--- src/inc/ccc_pkg.sv ---
package ccc_pkg;

  // Source index order shared by every per-source vector
  localparam int unsigned NSRC = 6;
  localparam logic [2:0] SRC_FAST_XTAL = 3'h0;
  localparam logic [2:0] SRC_SLOW_XTAL = 3'h1;
  localparam logic [2:0] SRC_MULT = 3'h2;
  localparam logic [2:0] SRC_SLOW_RC = 3'h3;
  localparam logic [2:0] SRC_RC22 = 3'h4;
  localparam logic [2:0] SRC_RC48 = 3'h5;

  localparam int unsigned CNT_W = 14;
  localparam int unsigned DIV_W = 16;
  localparam int unsigned WD_W = 11;

  // Stable counts in cycles of the source itself
  localparam logic [CNT_W-1:0] FAST_XTAL_COUNT = 14'h1000;
  localparam logic [CNT_W-1:0] RC22_COUNT = 14'h0100;
  localparam logic [CNT_W-1:0] RC48_COUNT = 14'h0200;
  localparam logic [CNT_W-1:0] SLOW_COUNT = 14'h0001;

  // Stop detection windows
  localparam int unsigned CLK_PERIOD_NS = 100;
  localparam int unsigned FAST_FAIL_NS = 6400;
  localparam int unsigned SLOW_FAIL_NS = 102400;
  localparam logic [WD_W-1:0] FAST_FAIL_CYC =
    WD_W'(FAST_FAIL_NS / CLK_PERIOD_NS);
  localparam logic [WD_W-1:0] SLOW_FAIL_CYC =
    WD_W'(SLOW_FAIL_NS / CLK_PERIOD_NS);

  localparam logic [2:0] SYS_SEL_RST = 3'h3;
  localparam logic [2:0] TICK_SEL_RST = 3'h2;
  localparam logic [2:0] DIV_SRC_RST = 3'h3;

  typedef enum logic {PWR_RUN, PWR_SLEEP} ccc_pwr_t;

  typedef struct packed {
    logic fast_crystal_enable;
    logic slow_crystal_enable;
    logic fast_rc22_enable;
    logic slow_rc_enable;
    logic fast_rc48_enable;
    logic multiplier_power_down;
    logic multiplier_stable_count_select;
    logic multiplier_ref_rc22;
    logic [2:0] system_clock_select;
    logic [2:0] tick_clock_select;
    logic sleep_entry_enable;
    logic wfi_executed;
    logic wakeup_event;
    logic fast_fail_detect_enable;
    logic slow_fail_detect_enable;
    logic fast_crystal_fail_irq_enable;
    logic slow_crystal_fail_irq_enable;
    logic fast_fail_clear;
    logic slow_fail_clear;
    logic [2:0] divided_output_source;
    logic [3:0] divider_tap_select;
    logic divided_output_enable;
    logic divider_bypass;
  } ccc_ctrl_t;

  typedef struct packed {
    logic [5:0] stable;
    logic [5:0] osc_power_on;
    logic [2:0] system_clock_active;
    logic [2:0] tick_clock_active;
    logic fast_crystal_fail_flag;
    logic slow_crystal_fail_flag;
    logic fail_irq;
    logic in_power_down;
    logic divided_clock_pin;
  } ccc_stat_t;

  typedef struct packed {
    logic [5:0] s1;
    logic [5:0] s2;
    logic [5:0] s3;
    logic [5:0][CNT_W-1:0] cnt;
    logic [5:0] stable;
    logic [5:0] pwr_on;
    ccc_pwr_t pwr_state;
    logic [2:0] sys_sel;
    logic [2:0] sys_req_last;
    logic failover;
    logic [2:0] tick_sel;
    logic [WD_W-1:0] fast_wd;
    logic [WD_W-1:0] slow_wd;
    logic fast_fail;
    logic slow_fail;
    logic irq;
    logic [DIV_W-1:0] div_cnt;
    logic div_run;
    logic [2:0] div_src;
    logic div_pin;
  } ccc_state_t;

endpackage : ccc_pkg

--- src/design/ccc_top.sv ---
`timescale 1ns/1ps
module ccc_top
  import ccc_pkg::*;
#(
  parameter int unsigned PLL_COUNT_SHORT = 6144,
  parameter int unsigned PLL_COUNT_LONG = 12288
)(
  input wire logic mclk,
  input wire logic reset_n,
  input wire logic clk_en,
  input wire logic [5:0] osc_in,
  input wire ccc_ctrl_t ctrl,
  output ccc_stat_t stat
);

  if (PLL_COUNT_SHORT < 1 || PLL_COUNT_LONG < 1 ||
      PLL_COUNT_SHORT >= (1 << CNT_W) || PLL_COUNT_LONG >= (1 << CNT_W))
  begin : g_bad_count
    $error("multiplier stable count out of range");
  end

  // Map a select code to a source index; codes without a source report
  // invalid so the active select simply holds.
  function automatic logic code_ok(input logic [2:0] code,
                                   input logic tick);
    code_ok = tick ? (code < 3'h5) : (code < 3'h6);
  endfunction : code_ok

  function automatic logic [2:0] code_src(input logic [2:0] code,
                                          input logic tick);
    logic [2:0] idx;
    idx = code;
    if (tick)
    begin
      case (code)
        3'h0: idx = SRC_FAST_XTAL;
        3'h1: idx = SRC_SLOW_XTAL;
        3'h2: idx = SRC_SLOW_RC;
        3'h3: idx = SRC_RC22;
        3'h4: idx = SRC_RC48;
        default: idx = SRC_SLOW_RC;
      endcase
    end
    code_src = idx;
  endfunction : code_src

  ccc_state_t r;
  ccc_state_t n;
  logic [5:0] rise;
  logic [5:0] edge_src;
  logic [5:0][CNT_W-1:0] thr;
  logic [CNT_W-1:0] cnt_inc;
  logic asleep_next;
  logic fast_stop;
  logic slow_stop;
  logic [2:0] sys_req;
  logic tap;
  logic src_lvl;
  logic div_out;

  // Oscillator edges are read only after the second sync stage
  assign rise = r.s2 & ~r.s3;

  always_comb
  begin
    n = r;
    cnt_inc = '0;
    n.s1 = osc_in;
    n.s2 = r.s1;
    n.s3 = r.s2;

    case (r.pwr_state)
      PWR_RUN:
        if (ctrl.sleep_entry_enable && ctrl.wfi_executed)
          n.pwr_state = PWR_SLEEP;
      PWR_SLEEP:
        if (ctrl.wakeup_event)
          n.pwr_state = PWR_RUN;
      default:
        n.pwr_state = PWR_RUN;
    endcase
    asleep_next = (n.pwr_state == PWR_SLEEP);

    n.pwr_on[SRC_FAST_XTAL] = ctrl.fast_crystal_enable && !asleep_next;
    n.pwr_on[SRC_RC22] = (ctrl.fast_rc22_enable ||
      ctrl.fast_fail_detect_enable) && !asleep_next;
    n.pwr_on[SRC_RC48] = ctrl.fast_rc48_enable && !asleep_next;
    // Slow sources never see the sleep term
    n.pwr_on[SRC_SLOW_XTAL] = ctrl.slow_crystal_enable;
    n.pwr_on[SRC_SLOW_RC] = ctrl.slow_rc_enable ||
      ctrl.slow_fail_detect_enable;
    n.pwr_on[SRC_MULT] = !ctrl.multiplier_power_down && !asleep_next &&
      (ctrl.multiplier_ref_rc22 ? n.pwr_on[SRC_RC22]
                                : n.pwr_on[SRC_FAST_XTAL]);

    thr[SRC_FAST_XTAL] = FAST_XTAL_COUNT;
    thr[SRC_SLOW_XTAL] = SLOW_COUNT;
    thr[SRC_SLOW_RC] = SLOW_COUNT;
    thr[SRC_RC22] = RC22_COUNT;
    thr[SRC_RC48] = RC48_COUNT;
    thr[SRC_MULT] = ctrl.multiplier_stable_count_select ?
      CNT_W'(PLL_COUNT_LONG) : CNT_W'(PLL_COUNT_SHORT);
    // Multiplier settles against its reference, not its own output
    edge_src = rise;
    edge_src[SRC_MULT] = ctrl.multiplier_ref_rc22 ?
      rise[SRC_RC22] : rise[SRC_FAST_XTAL];

    for (int i = 0; i < NSRC; i++)
    begin
      if (!n.pwr_on[i])
      begin
        n.cnt[i] = '0;
        n.stable[i] = 1'b0;
      end
      else if (!r.stable[i] && edge_src[i])
      begin
        cnt_inc = r.cnt[i] + 1'b1;
        n.cnt[i] = cnt_inc;
        n.stable[i] = (cnt_inc >= thr[i]);
      end
    end

    // Stop detectors: a stable crystal that shows no edge for the window
    fast_stop = 1'b0;
    if (ctrl.fast_fail_detect_enable && r.stable[SRC_FAST_XTAL])
    begin
      if (rise[SRC_FAST_XTAL])
        n.fast_wd = '0;
      else if (r.fast_wd != FAST_FAIL_CYC)
      begin
        n.fast_wd = r.fast_wd + 1'b1;
        fast_stop = (n.fast_wd == FAST_FAIL_CYC);
      end
    end
    else
      n.fast_wd = '0;
    slow_stop = 1'b0;
    if (ctrl.slow_fail_detect_enable && r.stable[SRC_SLOW_XTAL])
    begin
      if (rise[SRC_SLOW_XTAL])
        n.slow_wd = '0;
      else if (r.slow_wd != SLOW_FAIL_CYC)
      begin
        n.slow_wd = r.slow_wd + 1'b1;
        slow_stop = (n.slow_wd == SLOW_FAIL_CYC);
      end
    end
    else
      n.slow_wd = '0;

    // Set beats clear so a stop in the clearing cycle is kept
    n.fast_fail = fast_stop || (r.fast_fail && !ctrl.fast_fail_clear);
    n.slow_fail = slow_stop || (r.slow_fail && !ctrl.slow_fail_clear);
    n.irq = (n.fast_fail && ctrl.fast_crystal_fail_irq_enable) ||
      (n.slow_fail && ctrl.slow_crystal_fail_irq_enable);

    // Failover holds until software writes a new system select
    n.sys_req_last = ctrl.system_clock_select;
    if (ctrl.system_clock_select != r.sys_req_last)
      n.failover = 1'b0;
    if (fast_stop && (r.sys_sel == SRC_FAST_XTAL ||
        (r.sys_sel == SRC_MULT && !ctrl.multiplier_ref_rc22)))
      n.failover = 1'b1;
    sys_req = n.failover ? SRC_RC22 : ctrl.system_clock_select;
    // One register moves the select in a single step, only onto a
    // settled source, so the downstream mux never sees a half-state.
    if (code_ok(sys_req, 1'b0) && r.stable[code_src(sys_req, 1'b0)])
      n.sys_sel = code_src(sys_req, 1'b0);
    if (code_ok(ctrl.tick_clock_select, 1'b1) &&
        r.stable[code_src(ctrl.tick_clock_select, 1'b1)])
      n.tick_sel = ctrl.tick_clock_select;

    // Divider counts edges of the chosen source; bit N toggles at Fin/2^(N+1)
    if (r.div_run && rise[r.div_src])
      n.div_cnt = r.div_cnt + 1'b1;
    tap = r.div_cnt[ctrl.divider_tap_select];
    src_lvl = r.s2[r.div_src];
    div_out = ctrl.divider_bypass ? src_lvl : tap;
    if (ctrl.divided_output_enable)
      n.div_run = 1'b1;
    else if (r.div_run && !div_out)
      n.div_run = 1'b0;
    n.div_pin = n.div_run && div_out;
    // Source swaps only while the pin rests low, avoiding a runt pulse
    if (!r.div_pin && code_ok(ctrl.divided_output_source, 1'b0) &&
        r.stable[code_src(ctrl.divided_output_source, 1'b0)])
      n.div_src = code_src(ctrl.divided_output_source, 1'b0);
  end

  always_ff @(posedge mclk)
  begin
    if (!reset_n)
    begin
      r <= '0;
      r.sys_sel <= SYS_SEL_RST;
      r.tick_sel <= TICK_SEL_RST;
      r.div_src <= DIV_SRC_RST;
    end
    else if (clk_en)
      r <= n;
  end

  assign stat.stable = r.stable;
  assign stat.osc_power_on = r.pwr_on;
  assign stat.system_clock_active = r.sys_sel;
  assign stat.tick_clock_active = r.tick_sel;
  assign stat.fast_crystal_fail_flag = r.fast_fail;
  assign stat.slow_crystal_fail_flag = r.slow_fail;
  assign stat.fail_irq = r.irq;
  assign stat.in_power_down = (r.pwr_state == PWR_SLEEP);
  assign stat.divided_clock_pin = r.div_pin;

  sleep_entry_a: assert property (@(posedge mclk) disable iff (!reset_n)
    clk_en && r.pwr_state == PWR_RUN && !ctrl.sleep_entry_enable
    |=> r.pwr_state == PWR_RUN)
    else $error("power-down entered without enable");
  sleep_power_a: assert property (@(posedge mclk) disable iff (!reset_n)
    r.pwr_state == PWR_SLEEP |-> !r.pwr_on[SRC_FAST_XTAL] &&
    !r.pwr_on[SRC_RC22] && !r.pwr_on[SRC_RC48])
    else $error("fast oscillator powered in sleep");
  fast_count_a: assert property (@(posedge mclk) disable iff (!reset_n)
    $rose(r.stable[SRC_FAST_XTAL]) |-> r.cnt[SRC_FAST_XTAL] ==
    FAST_XTAL_COUNT)
    else $error("fast crystal stable at wrong count");
  rc22_count_a: assert property (@(posedge mclk) disable iff (!reset_n)
    $rose(r.stable[SRC_RC22]) |-> r.cnt[SRC_RC22] == RC22_COUNT)
    else $error("rc22 stable at wrong count");
  disable_clear_a: assert property (@(posedge mclk) disable iff (!reset_n)
    clk_en && ctrl.multiplier_power_down |=> !r.stable[SRC_MULT])
    else $error("multiplier flag kept after power-down");
  sleep_flags_a: assert property (@(posedge mclk) disable iff (!reset_n)
    r.pwr_state == PWR_SLEEP |-> !r.stable[SRC_FAST_XTAL] &&
    !r.stable[SRC_RC22] && !r.stable[SRC_MULT])
    else $error("stable flag kept in sleep");
  select_stable_a: assert property (@(posedge mclk) disable iff (!reset_n)
    clk_en && n.sys_sel != r.sys_sel |-> r.stable[n.sys_sel])
    else $error("system clock moved to unsettled source");
  failover_a: assert property (@(posedge mclk) disable iff (!reset_n)
    $rose(r.failover) |-> r.fast_fail &&
    (r.sys_sel == SRC_RC22 || !$past(r.stable[SRC_RC22])))
    else $error("failover without stop or switch");
  fail_irq_a: assert property (@(posedge mclk) disable iff (!reset_n)
    clk_en && n.fast_fail && ctrl.fast_crystal_fail_irq_enable
    |=> r.irq)
    else $error("fail interrupt missing");
  force_rc_a: assert property (@(posedge mclk) disable iff (!reset_n)
    clk_en && ctrl.fast_fail_detect_enable && n.pwr_state == PWR_RUN
    |=> r.pwr_on[SRC_RC22])
    else $error("detector did not force rc22 on");
  div_stop_a: assert property (@(posedge mclk) disable iff (!reset_n)
    !r.div_run |-> !r.div_pin)
    else $error("divided pin high while stopped");

endmodule : ccc_top

--- config.mk ---
export PLATFORM = sky130hd
export DESIGN_NAME = ccc_top
export DESIGN_NICKNAME = d
export VERILOG_FILES = /design/src/inc/ccc_pkg.sv /design/src/design/ccc_top.sv
export SDC_FILE = /design/constraint.sdc
export NUM_CORES = 1
export LEC_CHECK = 0
export BUFFER_PORTS_ARGS = -buffer_cell sky130_fd_sc_hd__buf_2
export CORE_AREA = 2 2 161 163
export CTS_BUF_LIST = sky130_fd_sc_hd__clkbuf_2
export DETAILED_ROUTE_END_ITERATION = 12
export DIE_AREA = 0 0 163 165
export PLACE_DENSITY_LB_ADDON = 0.12
export RECOVER_POWER = 25
export SLEW_MARGIN = 20
export SYNTH_ARGS = -nofsm -noshare
export SYNTH_HDL_FRONTEND = slang
export SYNTH_SLANG_ARGS = --single-unit
--- constraint.sdc ---
create_clock -name mclk -period 3.1 [get_ports mclk]
set_input_delay 0.31 -clock mclk [delete_from_list [all_inputs] [get_ports mclk]]
set_output_delay 0.31 -clock mclk [all_outputs]
set_load 0.02 [all_outputs]
==> flow_summary.json, run 1 <==
{
  "reg2reg_depth": 9,
  "synthTopCellsByCount": "nor2_1 (183), dfxtp_1 (171), a21oi_1 (87)",
  "synth_most_common_cell": "nor2_1",
  "reg2reg_slack_ps": 250,
  "ys_types": 75,
  "clock_skew_ps": 35.9,
  "cts_tree": "built",
  "ios": 64,
  "cts_made_buffers": 17,
  "maxSlewHeadroom": -0.0984,
  "rows": 58,
  "whs_endpoint": "r[49]$_SDFFE_PN0P_",
  "regToRegStartpoint": "r[24]$_SDFFE_PN0P_",
  "syn_inst": 1165,
  "cts_max_level": 4,
  "syn-cell-area_mm2": 0.00940,
  "leakage_nw": 3.76,
  "grt_max_degree": 52,
  "period_share": 0.918,
  "final_hold_viol_count": 0,
  "synth_top_family_by_area": "simple AND/OR/NAND/NOR gates",
  "totalPowerFinal_mw": 3.69,
  "startpoint_type": "flop",
  "synth_area_leader_cell": "dfxtp_1",
  "placed_area_mm2": 0.00981,
  "synthesis.nets": 1226,
  "avgSynthCellArea_um2": 8.06,
  "vdd_drop_max_uv": 204,
  "antenna_found_initial": 2,
  "netlist.area_leader.share": 0.364,
  "start_util": 0.375,
  "fp.dieW_um": 163,
  "end_kind": "flop",
  "grt_overflow": 0,
  "dp_hpwl_um": 16100,
  "routed_wl_um": 23200,
  "yosysWarnings": 0,
  "min_from": "ctrl[24]",
  "holdCritPathClass": "in -> reg",
  "rr_endpoint": "stat[2]$_SDFFE_PN0P_",
  "hold_ws_ps": 97.6,
  "num_vias": 8223,
  "synthTopCellsByArea": "dfxtp_1 (36%), nor2_1 (7.3%), a21oi_1 (4.6%)",
  "grtUsageMet3": 0.0316,
  "stdcell_area_mm2": 0.0104,
  "place_congestion": 0.802,
  "busiest_layer": "met2",
  "seq_area_frac_synth": 0.364,
  "synthAdderAreaFrac": 0.0266,
  "drv_slew": 70,
  "ys.flop_type": "dfxtp_1",
  "wl_per_cell_um": 14.9,
  "crit_type": "reg -> reg",
  "critPathRequiredTime_ps": 3780,
  "rsz0062_at_grt": "false",
  "grt_pass1_vias": 7453,
  "clock_latency_ps": 740,
  "clock_path_buffers": 2,
  "ant_nets": 0,
  "setup_tns_ps": 0,
  "dieArea_mm2": 0.0269,
  "grt_pass1_wl_um": 38400,
  "outcome": "finished with violations",
  "dr.first_iter.drc_count": 480,
  "synth-xor-area-share": 0.0522,
  "drive_gt1_frac": 0.103,
  "cts_root_buf": "clkbuf_2",
  "max_freq_mhz": 351,
  "fillers": 2633,
  "drv_cap": 2,
  "whs_path_depth": 4,
  "via_per_inst": 5.26,
  "dr.pass1.iters": 5,
  "power_density_mw_per_mm2": 355,
  "area_growth_syn_to_layout_pct": 10.5,
  "muxShareOfSynthArea": 0.0614,
  "ys_ff_latch": 171,
  "cp.arrival_ps": 3520,
  "grt_usage": 0.177,
  "synth-edff-count": 0,
  "cts.sinks": 171,
  "yosys.area_share.simple": 0.279,
  "final_core_util": 0.415,
  "crit_fanout": 7,
  "drc_errors": 0,
  "violations": "capacitance limit, slew limit",
  "tightestPinTransition_ps": 1650,
  "path_clk_slew_ps": 280,
  "synth_compound_area_frac": 0.157,
  "final_nets": 1278,
  "die_h_um": 165,
  "postCtsSetupBuffers": 0,
  "fin_crit_ps": 2850,
  "setup_viol_count_final": 0,
  "met1_usage": 0.244,
  "async_flop_share": 0,
  "design.core.area_mm2": 0.0250,
  "grt_util_met2": 0.287,
  "io_buffer_count": 63
}
==> kinds of logic after synthesis <==
kind of cell    after synthesis
simple gates                520
buf+inv                     111
compound gates              242
fa+ha+maj                    20
flops                       171
xor+xnor                     56
mux                          45
==> final cells by class <==
class / instances / area [um^2] / share of cell area
Timing Repair Buffer: 114 / 781 / 0.0752
Sequential cell: 171 / 3430 / 0.330
Clock buffer: 17 / 85.1 / 0.00820
Antenna cell: 2 / 5.00 / 0.000482
Tap cell: 330 / 413 / 0.0398
Multi-Input combinational cell: 883 / 5430 / 0.523
Clock inverter: 15 / 131 / 0.0127
Inverter: 30 / 115 / 0.0111
==> power breakdown <==
part	internal (mW)	switching [mW]
Clock	0.240	0.895
Combinational	0.115	0.190
Sequential	2.23	0.0169
Total	2.58	1.10
==> placed cells by master (no fill, tap or decap), types with 17 or more instances in the layout <==
cell type        n
or3_1           21
a21oi_1         87
and3_1          20
nor3_1          36
nand2_1         79
inv_1           29
ha_1            20
dfxtp_1        169
clkbuf_2        17
mux2i_1         34
nand3_1         54
o21ai_0         66
xnor2_1         32
nor2_1         183
xor2_1          24
nand4_1         20
dlygate4sd3_1   38
clkbuf_1        18
buf_2           46
a31oi_1         18
==> timing repair <==
| action | 4_1_cts | 5_1_grt |
|---|---|---|
| endpoints found under the setup margin | 0 | 1 |
| hold buffers | 38 | 0 |
| endpoints found under the hold margin | 37 | 0 |
| gates resized for setup | 0 | 4 |
==> sequential cells by signal, summed over array words and instances (netlist names) <==
register,flops
r,136
stat,23
n,12
==> stage by stage <==
stage	std cells	setup WS (ps)
floorplan	1165	655
global placement	1490	386
detailed placement	1490	347
CTS	1560	31.1
global route	1562	42.9
finish	1562	254
==> how the worst max path moves through the flow <==
stage,start,to,slack (ps),cells past startpoint
after floorplan,r[35]$_SDFFE_PN0P_,stat[8]$_SDFFE_PN1P_,660,9
after global placement,r[35]$_SDFFE_PN0P_,stat[8]$_SDFFE_PN1P_,390,8
after detailed placement,r[35]$_SDFFE_PN0P_,stat[8]$_SDFFE_PN1P_,350,8
after CTS,r[24]$_SDFFE_PN0P_,stat[2]$_SDFFE_PN0P_,30,9
after global routing,r[24]$_SDFFE_PN0P_,stat[2]$_SDFFE_PN0P_,40,9
final,r[24]$_SDFFE_PN0P_,stat[2]$_SDFFE_PN0P_,250,9
==> critical path, cell delays in order, from the launching register on <==
cell and delay, ps:
dfxtp_2 460, ha_1 250, nand3_1 260, nor3_4 340
nand2_1 100, xor2_1 170, nor4_1 370, o21ai_0 130
dlygate4sd3_1 560, a31oi_1 160
==> per-layer routing <==
metal	vias to the layer above	part of all wire
met5	-	0
met4	0	0.010
met3	15	0.028
met2	96	0.46
met1	3889	0.50
li1	4223	-
Note: power is estimated with default switching activity, not from simulation.
==> run 2, diff against run 1 <==
==> constraint.sdc (replaced) <==
create_clock -name mclk -period 2.55 [get_ports mclk]
set_input_delay 0.255 -clock mclk [delete_from_list [all_inputs] [get_ports mclk]]
set_output_delay 0.255 -clock mclk [all_outputs]
set_load 0.02 [all_outputs]
==> flow_summary.json, run 2 (synthesized netlist as in run 1, its figures left out) <==
{
  "clock_path_buffers": 2,
  "rsz0062_at_grt": "true",
  "area_growth_syn_to_layout_pct": 15.0,
  "grt_pass1_wl_um": 39500,
  "vdd_drop_max_uv": 286,
  "totalPowerFinal_mw": 4.85,
  "drive_gt1_frac": 0.143,
  "setup_viol_count_final": 0,
  "final_core_util": 0.432,
  "num_vias": 8333,
  "clock_latency_ps": 750,
  "fin_crit_ps": 2460,
  "drc_errors": 0,
  "wl_per_cell_um": 15.0,
  "timing.final.ws_setup_ps": 86.5,
  "cp.arrival_ps": 3110,
  "startpoint_type": "flop",
  "final_hold_viol_count": 0,
  "met1_usage": 0.245,
  "ios": 64,
  "fin_cells": 1597,
  "die_h_um": 165,
  "slowest_delay_ps": 440,
  "clock_skew_ps": 38.6,
  "final_common_cell": "nor2_1",
  "cts_tree": "built",
  "stdcell_area_mm2": 0.0108,
  "critPathRequiredTime_ps": 3190,
  "drv_slew": 0,
  "drv_cap": 0,
  "critPathBufInv": 0,
  "ant_nets": 0,
  "grtUsageMet3": 0.0331,
  "end_kind": "flop",
  "fillers": 2575,
  "dp.cells": 1524,
  "grt_max_degree": 39,
  "cts_made_buffers": 17,
  "regMostFlops": "r",
  "cts_root_buf": "clkbuf_2",
  "period_share": 0.966,
  "place_congestion": 0.819,
  "grt_usage": 0.182,
  "leakage_nw": 4.00,
  "antenna_found_initial": 2,
  "grt_pass1_vias": 7800,
  "routed_wl_um": 24000,
  "outcome": "finished clean",
  "dr.pass1.iters": 7,
  "busiest_layer": "met2",
  "placed_area_mm2": 0.0100,
  "cts_max_level": 4,
  "dp_hpwl_um": 16900,
  "io_buffer_count": 63,
  "rows": 58,
  "crit_chain": "ha_4 -> and3b_2 -> o2111ai_2 -> a2111oi_4 -> and2_4 -> a311oi_4 -> or2_4 -> a221o_1",
  "grt_overflow": 0,
  "final_nets": 1313,
  "path_clk_slew_ps": 270,
  "tightestPinTransition_ps": 722,
  "via_per_inst": 5.22,
  "holdCritPathClass": "in -> reg",
  "dieArea_mm2": 0.0269,
  "maxSlewHeadroom": 0.516,
  "dr.first_iter.drc_count": 368,
  "fp.dieW_um": 163,
  "cts.sinks": 171,
  "start_util": 0.375,
  "crit_fanout": 5,
  "largest_reg_flops": 136,
  "max_freq_mhz": 406,
  "power_density_mw_per_mm2": 449,
  "final_cell_mix": "nor2_1 (183), dfxtp_1 (164), a21oi_1 (86)",
  "dpl_worst_slack_ps": -23.5,
  "critPathSlowestCell": "a2111oi_4",
  "grt_util_met2": 0.303,
  "critPathTopFamily": "compound AO/OA/AOI/OAI gates",
  "crit_type": "reg -> reg",
  "design.core.area_mm2": 0.0250
}
==> run 2: cell types whose count changed in the layout (fill, tap and decap cells not counted), sizes merged <==
cell      change
buf          +39
clkinvlp      -2
inv           -3
clkbuf        -3
bufinv        +4
==> run 2: through the flow <==
step	TNS (ps)	hold WS, ps
3_3_place_gp	0	438
3_5_place_dp	-46.4	452
5_1_grt	-22.9	46.6
2_1_floorplan	0	380
4_1_cts	0	32.6
6_report	0	88.8
==> run 2: path summary, 6_finish.rpt <==
| check | startpoint | depth (start not counted) | slack (ps) | to |
|---|---|---|---|---|
| worst max-delay path | r[36]$_SDFFE_PN0P_ | 8 | 90 | stat[8]$_SDFFE_PN1P_ |
| worst min-delay path | ctrl[14] | 5 | 90 | r[36]$_SDFFE_PN0P_ |
| worst max register to register | r[36]$_SDFFE_PN0P_ | 8 | 90 | stat[8]$_SDFFE_PN1P_ |
| worst min register to register | stat[16]$_SDFFE_PN0P_ | 2 | 490 | stat[16]$_SDFFE_PN0P_ |
==> run 2: area by class of cell <==
type | count | area (um^2) | area share
antenna | 2 | 5.00 | 0.000463
clock buffer | 18 | 90.1 | 0.00834
clock inverter | 14 | 209 | 0.0193
inverter | 30 | 115 | 0.0107
multi-input combinational | 883 | 5510 | 0.509
sequential | 171 | 3430 | 0.318
tap | 330 | 413 | 0.0382
timing repair buffer | 149 | 1040 | 0.0959
==> run 2: timing repair <==
item | CTS | global route
hold endpoints to repair | 47 | 0
hold buffers | 38 | 0
gates resized for setup | 3 | 24
pin swaps | 0 | 11
endpoints found under the setup margin | 2 | 6
setup buffers | 0 | 1
==> run 2: power by group <==
part	internal (mW)	leakage, nW	switching (mW)
sequential	2.71	1.39	0.0212
combinational	0.158	2.44	0.236
clock	0.672	0.165	1.06
==> run 2: metal layers <==
| metal | up-vias | wire length (um) |
|---|---|---|
| met5 | - | 0 |
| met4 | 0 | 208 |
| met3 | 12 | 673 |
| met2 | 98 | 11200 |
| met1 | 3936 | 11900 |
| li1 | 4287 | - |
==> run 2: worst reg2reg max path: stages (launching register included) <==
cell and delay, ps:
dfxtp_4 430, ha_4 180, and3b_2 230, o2111ai_2 150, a2111oi_4 440, and2_4 240, a311oi_4 110, or2_4 270
a221o_1 310
